[config.mk]
export PLATFORM = sky130hd
export DESIGN_NAME = hci_dev_end_flat
export DESIGN_NICKNAME = d
export VERILOG_FILES = /design/src/hci_uart_pkg.sv /design/src/hci_link_if.sv /design/src/uart_core.sv /design/src/hci_dev_end.sv /design/src/flat_wrapper.sv
export VERILOG_INCLUDE_DIRS = /design/src
export SDC_FILE = /design/constraint.sdc
export NUM_CORES = 1
export LEC_CHECK = 0
export ABC_AREA = 0
export ABC_CLOCK_PERIOD_IN_PS = 137600
export BUFFER_PORTS_ARGS = -buffer_cell sky130_fd_sc_hd__buf_2
export CAP_MARGIN = 20
export CORE_MARGIN = 5
export CORE_UTILIZATION = 55
export DETAILED_ROUTE_END_ITERATION = 16
export GPL_TIMING_DRIVEN = 0
export PLACE_DENSITY = 0.72
export SLEW_MARGIN = 0
export SYNTH_ARGS = -nofsm -noshare
export SYNTH_HDL_FRONTEND = slang
export SYNTH_SLANG_ARGS = --single-unit
[constraint.sdc]
create_clock -name sys_clk -period 137.6 [get_ports sys_clk]
set_clock_uncertainty 0.1 [all_clocks]
set_input_delay 20.64 -clock sys_clk [delete_from_list [all_inputs] [get_ports sys_clk]]
set_output_delay 20.64 -clock sys_clk [all_outputs]
set_load 0.005 [all_outputs]
[src/hci_uart_params.svh]
// Constants shared by both ends of the host transport link.
// Assumes a 100 MHz sys_clk; bit-rate divisors are derived from it.
`ifndef HCI_UART_PARAMS_SVH
`define HCI_UART_PARAMS_SVH

`define CLK_HZ            100000000
`define DATA_BITS         8
`define STOP_BITS         1
`define DEV_FLOW_OFF_MAX  8
`define HOST_FLOW_OFF_MAX 2
`define RATE_DEFAULT      4'h4
`define RATE_COUNT        10
`define STRAP_UART        1'b0
`define RX_BUF_DEPTH      4

`endif

[src/hci_uart_pkg.sv]
// Types shared by both ends of the host transport link.
// Assumes hci_uart_params.svh supplies the numeric constants.
`include "hci_uart_params.svh"
package hci_uart_pkg;
    typedef logic [3:0] rate_sel_t;
    typedef logic [7:0] byte_t;

    // Clocks per bit for each supported rate, rounded to nearest.
    function automatic logic [15:0] bit_div(input rate_sel_t sel);
        int unsigned rate;
        rate = 115200;
        case (sel)
            4'h0: rate = 9600;
            4'h1: rate = 19200;
            4'h2: rate = 38400;
            4'h3: rate = 57600;
            4'h4: rate = 115200;
            4'h5: rate = 230400;
            4'h6: rate = 460800;
            4'h7: rate = 500000;
            4'h8: rate = 921600;
            4'h9: rate = 1000000;
            default: rate = 115200;
        endcase
        return 16'((`CLK_HZ + rate / 2) / rate);
    endfunction
endpackage

[src/hci_link_if.sv]
// Pins between the controller end and the host end of the transport.
// Assumes both ends run on the same sys_clk in simulation.
interface hci_link_if;
    logic dev_txd;
    logic host_txd;
    logic dev_rts_b;
    logic host_rts_b;
    logic usb_detach_request_in;
    logic dplus_pullup_control;
    logic transport_select_strap;

    modport device (
        output dev_txd,
        input  host_txd,
        output dev_rts_b,
        input  host_rts_b,
        input  usb_detach_request_in,
        output dplus_pullup_control,
        input  transport_select_strap
    );

    modport host (
        input  dev_txd,
        output host_txd,
        input  dev_rts_b,
        output host_rts_b,
        output usb_detach_request_in,
        input  dplus_pullup_control,
        output transport_select_strap
    );
endinterface

[src/uart_core.sv]
// 8N1 serial transmitter/receiver pair with a small receive buffer.
// Assumes the serial input is already synchronised to sys_clk.
`include "hci_uart_params.svh"
module uart_core #(
    parameter int DEPTH = `RX_BUF_DEPTH
) (
    input  wire logic        sys_clk,
    input  wire logic        rst_b,
    input  wire logic [15:0] div,
    input  wire logic        tx_valid,
    output logic             tx_ready,
    input  wire logic [7:0]  tx_data,
    output logic             txd,
    input  wire logic        rxd,
    output logic             rx_valid,
    input  wire logic        rx_ready,
    output logic [7:0]       rx_data,
    output logic [2:0]       rx_level
);
    // The pointers are two bits wide and the count three, so the depth is bounded.
    if (DEPTH < 2 || DEPTH > 4)
    begin
        $error("uart_core: DEPTH must be 2..4");
    end

    // Transmit: start, 8 data LSB first, one stop.
    logic [15:0] tcnt_q;
    logic [3:0]  tbit_q;
    logic [9:0]  tsh_q;
    logic        tbusy_q;
    wire         ttick = (tcnt_q == 16'h0000);
    assign tx_ready = !tbusy_q;
    assign txd      = tsh_q[0];

    always_ff @(posedge sys_clk or negedge rst_b)
    begin
        if (!rst_b)
        begin
            tsh_q   <= 10'h3ff;
            tbusy_q <= 1'b0;
            tcnt_q  <= 16'h0000;
            tbit_q  <= 4'h0;
        end
        else if (!tbusy_q)
        begin
            if (tx_valid)
            begin
                tsh_q   <= {1'b1, tx_data, 1'b0};
                tbusy_q <= 1'b1;
                tcnt_q  <= div - 16'h0001;
                tbit_q  <= 4'h9;
            end
        end
        else if (ttick)
        begin
            tsh_q  <= {1'b1, tsh_q[9:1]};
            tcnt_q <= div - 16'h0001;
            tbit_q <= tbit_q - 4'h1;
            if (tbit_q == 4'h0)
                tbusy_q <= 1'b0;
        end
        else
            tcnt_q <= tcnt_q - 16'h0001;
    end

    // Receive: sample mid-bit after a falling edge.
    logic [15:0] rcnt_q;
    logic [3:0]  rbit_q;
    logic [7:0]  rsh_q;
    logic        rbusy_q;
    logic        rdone;
    wire         rtick = (rcnt_q == 16'h0000);
    assign rdone = rbusy_q && rtick && (rbit_q == 4'h9) && rxd;

    always_ff @(posedge sys_clk or negedge rst_b)
    begin
        if (!rst_b)
        begin
            rbusy_q <= 1'b0;
            rcnt_q  <= 16'h0000;
            rbit_q  <= 4'h0;
            rsh_q   <= 8'h00;
        end
        else if (!rbusy_q)
        begin
            if (!rxd)
            begin
                rbusy_q <= 1'b1;
                rcnt_q  <= {1'b0, div[15:1]};
                rbit_q  <= 4'h0;
            end
        end
        else if (rtick)
        begin
            rcnt_q <= div - 16'h0001;
            rbit_q <= rbit_q + 4'h1;
            if (rbit_q == 4'h0 && rxd)
                rbusy_q <= 1'b0;
            else if (rbit_q >= 4'h1 && rbit_q <= 4'h8)
                rsh_q <= {rxd, rsh_q[7:1]};
            else if (rbit_q == 4'h9)
                rbusy_q <= 1'b0;
        end
        else
            rcnt_q <= rcnt_q - 16'h0001;
    end

    // Receive buffer; a full buffer drops the byte, which flow control prevents.
    logic [7:0] mem_q [DEPTH];
    logic [1:0] wp_q;
    logic [1:0] rp_q;
    logic [2:0] cnt_q;
    wire        push = rdone && (cnt_q != 3'(DEPTH));
    wire        pop  = rx_valid && rx_ready;
    assign rx_valid = (cnt_q != 3'h0);
    assign rx_level = cnt_q;

    always_ff @(posedge sys_clk or negedge rst_b)
    begin
        if (!rst_b)
        begin
            wp_q    <= 2'h0;
            rp_q    <= 2'h0;
            cnt_q   <= 3'h0;
        end
        else
        begin
            if (push)
            begin
                mem_q[wp_q] <= rsh_q;
                wp_q        <= (wp_q == 2'(DEPTH - 1)) ? 2'h0 : wp_q + 2'h1;
            end
            if (pop)
                rp_q <= (rp_q == 2'(DEPTH - 1)) ? 2'h0 : rp_q + 2'h1;
            cnt_q <= cnt_q + {2'h0, push} - {2'h0, pop};
        end
    end

    assign rx_data = mem_q[rp_q];
endmodule

[src/hci_dev_end.sv]
// Controller end of the host transport: UART with RTS/CTS, strap select,
// USB detach handling and D+ pull-up. Assumes one sys_clk for both ends.
`include "hci_uart_params.svh"
// Behaviour
// - 8 data bits, no parity, 1 stop
// - RTS/CTS pacing in both directions
// - Device sends at most 8 bytes after flow-off
// - Host sends at most 2 bytes after flow-off
// - Ten bit rates derived from system clock
// - Reset rate 115200, later reconfigurable
// - Strap sampled once; zero selects UART
// - Detach input forces USB disconnect
// - Output drives D+ pull-up switch
module hci_dev_end (
    input  wire logic                  sys_clk,
    input  wire logic                  rst_b,
    hci_link_if.device                 link,
    input  wire hci_uart_pkg::rate_sel_t rate_sel,
    input  wire logic                  rate_load,
    input  wire logic                  tx_valid,
    output logic                       tx_ready,
    input  wire hci_uart_pkg::byte_t   tx_data,
    output logic                       rx_valid,
    input  wire logic                  rx_ready,
    output hci_uart_pkg::byte_t        rx_data,
    output logic                       uart_selected,
    output logic                       usb_connected
);
    // Two-flop synchronisers for every pin input.
    logic [1:0] rxd_s_q;
    logic [1:0] cts_s_q;
    logic [1:0] det_s_q;
    logic [1:0] strap_s_q;
    always_ff @(posedge sys_clk or negedge rst_b)
    begin
        if (!rst_b)
        begin
            rxd_s_q   <= 2'h3;
            cts_s_q   <= 2'h3;
            det_s_q   <= 2'h0;
            strap_s_q <= 2'h0;
        end
        else
        begin
            rxd_s_q   <= {rxd_s_q[0], link.host_txd};
            cts_s_q   <= {cts_s_q[0], link.host_rts_b};
            det_s_q   <= {det_s_q[0], link.usb_detach_request_in};
            strap_s_q <= {strap_s_q[0], link.transport_select_strap};
        end
    end

    // Strap is captured once, four edges after reset release. The host's strap
    // register also resets to UART, so its real level needs that long to pass
    // the synchroniser.
    logic       strap_done_q;
    logic       strap_q;
    logic [1:0] strap_wait_q;
    always_ff @(posedge sys_clk or negedge rst_b)
    begin
        if (!rst_b)
        begin
            strap_done_q <= 1'b0;
            strap_q      <= 1'b0;
            strap_wait_q <= 2'h0;
        end
        else if (!strap_done_q)
        begin
            strap_wait_q <= strap_wait_q + 2'h1;
            if (strap_wait_q == 2'h3)
            begin
                strap_q      <= strap_s_q[1];
                strap_done_q <= 1'b1;
            end
        end
    end
    wire uart_on = strap_done_q && (strap_q == `STRAP_UART);
    assign uart_selected = uart_on;

    // USB side: pull-up asserted only when USB chosen and not detached.
    logic pull_q;
    always_ff @(posedge sys_clk or negedge rst_b)
    begin
        if (!rst_b)
            pull_q <= 1'b0;
        else
            pull_q <= strap_done_q && !uart_on && !det_s_q[1];
    end
    assign link.dplus_pullup_control = pull_q;
    assign usb_connected = pull_q;

    // Bit rate register.
    hci_uart_pkg::rate_sel_t rate_q;
    always_ff @(posedge sys_clk or negedge rst_b)
    begin
        if (!rst_b)
            rate_q <= `RATE_DEFAULT;
        else if (rate_load && rate_sel < 4'(`RATE_COUNT))
            rate_q <= rate_sel;
    end
    wire [15:0] div = hci_uart_pkg::bit_div(rate_q);

    // Stop starting new bytes at once when host signals flow-off,
    // well inside the eight-byte allowance.
    wire        host_stop = cts_s_q[1];
    wire        core_tx_ready;
    wire        tx_go = tx_valid && uart_on && !host_stop;
    assign tx_ready = core_tx_ready && uart_on && !host_stop;

    wire [2:0] level;
    wire       core_txd;
    uart_core #(.DEPTH(`RX_BUF_DEPTH)) u_core (
        .sys_clk  (sys_clk),
        .rst_b    (rst_b),
        .div      (div),
        .tx_valid (tx_go),
        .tx_ready (core_tx_ready),
        .tx_data  (tx_data),
        .txd      (core_txd),
        .rxd      (rxd_s_q[1]),
        .rx_valid (rx_valid),
        .rx_ready (rx_ready),
        .rx_data  (rx_data),
        .rx_level (level)
    );
    assign link.dev_txd = core_txd;

    // Flow-off once only two free slots remain, so the host's two late
    // bytes always fit.
    logic rts_q;
    always_ff @(posedge sys_clk or negedge rst_b)
    begin
        if (!rst_b)
            rts_q <= 1'b1;
        else
            rts_q <= !uart_on || (level >= 3'(`RX_BUF_DEPTH - `HOST_FLOW_OFF_MAX));
    end
    assign link.dev_rts_b = rts_q;
endmodule

[src/flat_wrapper.sv]
// flat-port wrapper written by rule: the top's interface ports become plain ports
module hci_dev_end_flat 
  (sys_clk, rst_b, rate_sel, rate_load, tx_valid, tx_ready, tx_data, rx_valid, rx_ready, rx_data, uart_selected, usb_connected, link_dev_txd, link_host_txd, link_dev_rts_b, link_host_rts_b, link_usb_detach_request_in, link_dplus_pullup_control, link_transport_select_strap);
  hci_link_if link_i ();
  input  wire logic sys_clk;
  input  wire logic rst_b;
  input  wire hci_uart_pkg::rate_sel_t rate_sel;
  input  wire logic rate_load;
  input  wire logic tx_valid;
  output logic tx_ready;
  input  wire hci_uart_pkg::byte_t tx_data;
  output logic rx_valid;
  input  wire logic rx_ready;
  output hci_uart_pkg::byte_t rx_data;
  output logic uart_selected;
  output logic usb_connected;
  output wire logic [$bits(link_i.dev_txd)-1:0] link_dev_txd;
  input wire logic [$bits(link_i.host_txd)-1:0] link_host_txd;
  output wire logic [$bits(link_i.dev_rts_b)-1:0] link_dev_rts_b;
  input wire logic [$bits(link_i.host_rts_b)-1:0] link_host_rts_b;
  input wire logic [$bits(link_i.usb_detach_request_in)-1:0] link_usb_detach_request_in;
  output wire logic [$bits(link_i.dplus_pullup_control)-1:0] link_dplus_pullup_control;
  input wire logic [$bits(link_i.transport_select_strap)-1:0] link_transport_select_strap;
  assign link_dev_txd = link_i.dev_txd;
  assign link_i.host_txd = link_host_txd;
  assign link_dev_rts_b = link_i.dev_rts_b;
  assign link_i.host_rts_b = link_host_rts_b;
  assign link_i.usb_detach_request_in = link_usb_detach_request_in;
  assign link_dplus_pullup_control = link_i.dplus_pullup_control;
  assign link_i.transport_select_strap = link_transport_select_strap;
  hci_dev_end u_core (.sys_clk(sys_clk), .rst_b(rst_b), .link(link_i), .rate_sel(rate_sel), .rate_load(rate_load), .tx_valid(tx_valid), .tx_ready(tx_ready), .tx_data(tx_data), .rx_valid(rx_valid), .rx_ready(rx_ready), .rx_data(rx_data), .uart_selected(uart_selected), .usb_connected(usb_connected));
endmodule
==> metrics.md <==
| Metric | Value |
|---|---|
| Status | finished clean |
| Sort of element at the start of the critical path | flop |
| Core outline area | 0.0398 mm² |
| Path class of the lowest-slack min-delay path | reg2reg |
| Share of synthesized flip-flops with an asynchronous set or reset | 72.4% |
| Slowest-stage cell, CP | o21ai_0 |
| Cell with the most instances after synthesis | ha_1 |
| CTS root buf | clkbuf_16 |
| Worst path most repeated cell | o21a_1 |
| Crit path launch | u_core.rate_q[2] |
| Clk sink count | 116 |
| Routed wire length per instance | 19.4 µm |
| Overflow left after global routing | 0 |
| Final number of hold-violating endpoints | 0 |
| Layout Area Growth over Synthesis | 8.13% |
| Sequential share of the synthesized area | 13.9% |
| Primary FF master, synth | dfrtp_1 |
| Combined global-route utilization of all metal layers | 29.5% |
| Cell types with the largest area share after synthesis | ha_1 (17%), dfrtp_1 (7.8%), nand2_1 (5.0%) |
| Via total after detailed routing | 22,900 |
| Synth unique cells | 125 |
| First-pass GRT wire length | 110,000 µm |
| Synth Register Bits | 116 |
| Post-DR vias/cell | 6.51 |
| Y dimension of the die | 211 µm |
| FF-to-FF path depth | 281 |
| Clock edge transition at the registers on the reported setup and hold paths | 80 ps |
| Delay of the slowest cell on the worst path | 870 ps |
| Antenna fix cells | 0 |
| Share of the synthesized area in the top cell type | 17.3% |
| Commonest cells in the synthesized netlist | ha_1 (306), nand2_1 (297), nor2_1 (261), a21oi_1 (217), o21ai_0 (164) |
| Total count of max-transition violations in the final report | 0 |
| Critical path's top delay family | compound AO/OA/AOI/OAI gates |
| Clock buffers created by TritonCTS | 17 |
| Global placement routability congestion | 0.928 |
| Area of the die | 0.0444 mm² |
| Cts hold-fix bufs | 0 |
| Clock latency reported for the late side of the worst-skew pair | 440 ps |
| Number of DRC violations after detailed routing | 0 |
| Pin count of the biggest net entering global routing | 68 |
| Synth Cell Area | 0.0222 mm² |
| Post-DRT Antenna Nets | 0 |
| Number of antenna violations at the first check in global routing | 0 |
| Cts repair resizes | 0 |
| Slew HR | 25.6% |
| Internal reg-to-reg setup slack | 65,220 ps |
| Post-layout net count | 3,315 |
| Critical R2R Capture | u_core.u_core.tcnt_q[12] |
| Number of placement rows | 73 |
| Total of warnings raised by yosys | 0 |
| Post-CTS repair timing setup buffer count | 0 |
| Number of global-route vias before repair | 21,900 |
| Endpoint of the worst setup timing path | u_core.u_core.tcnt_q[12] |
| HPWL Detailed | 53,800 µm |
| CP bufs+invs | 32 |
| Final-layout setup total negative slack | 0 ps |
| Clock tree from TritonCTS | done |
| Reg-to-Reg Start | u_core.rate_q[2] |
| Count of routing violations after the opening detailed-route iteration | 1,698 |
| Minimum period implied by the final worst setup slack | 72,380 ps |
| CP Data Required Time | 137,790 ps |
| Cell taking the most area after synthesis | ha_1 |
| Number of buffers added on ports | 35 |
| Critical path peak fanout | 15 |
| Buffers from clock root to sink, at most | 2 |
| Post-synthesis average cell area | 7.62 µm² |
| Critical Setup Path Class | reg2reg |
| Number of I/O pins | 36 |
| Cell count along the critical path | 281 |
| Number of flops mapped to enable cells by yosys | 32 |
| Endpoint kind of the worst setup timing path | flop |
| Period utilisation layout | 52.6% |
| Setup repair after global routing missed its margin | no |
| Starting density of the core | 55.7% |
| Fraction of layout instances using a drive strength above 1 | 9.00% |
| Total length of routed wires | 68,300 µm |
| Actual slew at the worst max-slew pin | 1090 ps |
| Instance count of the mapped netlist | 2,909 |
| Number of violations of the max-capacitance limit | 0 |
| CP Data Arrival Time | 72,570 ps |
| H-tree Lvls | 4 |
| Final setup violation count | 0 |
| Highest Clock Rate | 0.0138 GHz |
| Length of the first detailed-routing pass in iterations | 5 |
| Horizontal die dimension | 211 µm |
## worst reg2reg max path, delay by kind of cell, from the launching register on
kind / cells / cell delay (ps)
AOI/OAI and AO/OA: 145 / 33720
and+or+nand+nor: 72 / 15080
buffers and inverters: 32 / 12680
adders and majority gates: 24 / 7770
muxes: 6 / 1900
DFF: 1 / 580
xor gates and xnor gates: 2 / 350
## flip-flops by register name, indices dropped and copies added, names as in the netlist, 2 cells and up
name	cells
u_core.u_core.tsh_q	9
u_core.rxd_s_q	2
u_core.cts_s_q	2
u_core.det_s_q	2
u_core.u_core.mem_q	32
u_core.rate_q	4
u_core.strap_wait_q	2
u_core.u_core.rp_q	2
u_core.u_core.tcnt_q	16
u_core.u_core.tbit_q	4
u_core.strap_s_q	2
u_core.u_core.rx_level	3
u_core.u_core.rcnt_q	16
u_core.u_core.rbit_q	4
u_core.u_core.rsh_q	8
u_core.u_core.wp_q	2
## how the worst min path moves through the flow
stage,end,slack [ps],start,cells after the start
floorplan,u_core.det_s_q[1],230,u_core.det_s_q[0],0
global placement,u_core.strap_s_q[1],250,u_core.strap_s_q[0],0
detailed placement,u_core.det_s_q[1],240,u_core.det_s_q[0],0
CTS,u_core.det_s_q[1],250,u_core.det_s_q[0],0
global route,u_core.rxd_s_q[1],260,u_core.rxd_s_q[0],0
finish,u_core.det_s_q[1],250,u_core.det_s_q[0],0
## cell type report
cell class	instances	area, µm²
buffer	91	379
clock buffer	17	425
clock inverter	15	228
fill	3587	15900
inverter	100	375
multi-input combinational	2613	18400
sequential	116	3080
tap	525	657
timing repair buffer	48	428
## layer usage
metal / up-vias / track usage, % / routed length (µm)
met2: 764 / 50.3 / 31700
met5: - / 0 / 0
li1: 11100 / - / -
met4: 0 / 9.86 / 2320
met1: 10900 / 39.0 / 30000
met3: 153 / 3.45 / 4190
## cells by family (layout without fill, tap and decap cells)
| family | after synthesis | count (layout) | share of synthesized area (%) |
|---|---|---|---|
| compound gates | 937 | 937 | 28.9 |
| xor+xnor | 174 | 174 | 6.88 |
| fa+ha+maj | 308 | 308 | 17.4 |
| buf+inv | 191 | 271 | 3.40 |
| flops | 116 | 116 | 13.9 |
| mux | 99 | 99 | 5.20 |
| other cells | 2 | 13 | 0.0339 |
| simple gates | 1082 | 1082 | 24.3 |
## layout by cell type (no fill, tap or decap), types with 61 or more instances in the layout
cell type | Yosys | final
o21ai_0 | 164 | 164
o31ai_1 | 81 | 81
nor3_1 | 145 | 145
a21o_1 | 71 | 71
nand3_1 | 67 | 67
nand2_1 | 297 | 297
xnor2_1 | 113 | 113
a21oi_1 | 217 | 217
nor2_1 | 261 | 260
o21a_1 | 109 | 109
ha_1 | 306 | 306
clkbuf_1 | 66 | 66
inv_1 | 97 | 97
dfrtp_1 | 69 | 69
xor2_1 | 61 | 61
## stage by stage
step	setup slack [ps]	util, %	cells	hold slack (ps)	cell area [µm²]
4_1_cts	65710	60.1	3523	250	23900
5_1_grt	60490	60.2	3525	264	24000
6_report	65220	60.2	3525	250	24000
3_5_place_dp	66090	58.5	3491	237	23300
2_1_floorplan	80360	-	2920	231	22200
3_3_place_gp	66220	57.8	3480	245	23000
Power is left out: the tool's default activity adds up to more than one toggle a clock period on the data nets, which glitch-free logic cannot reach.
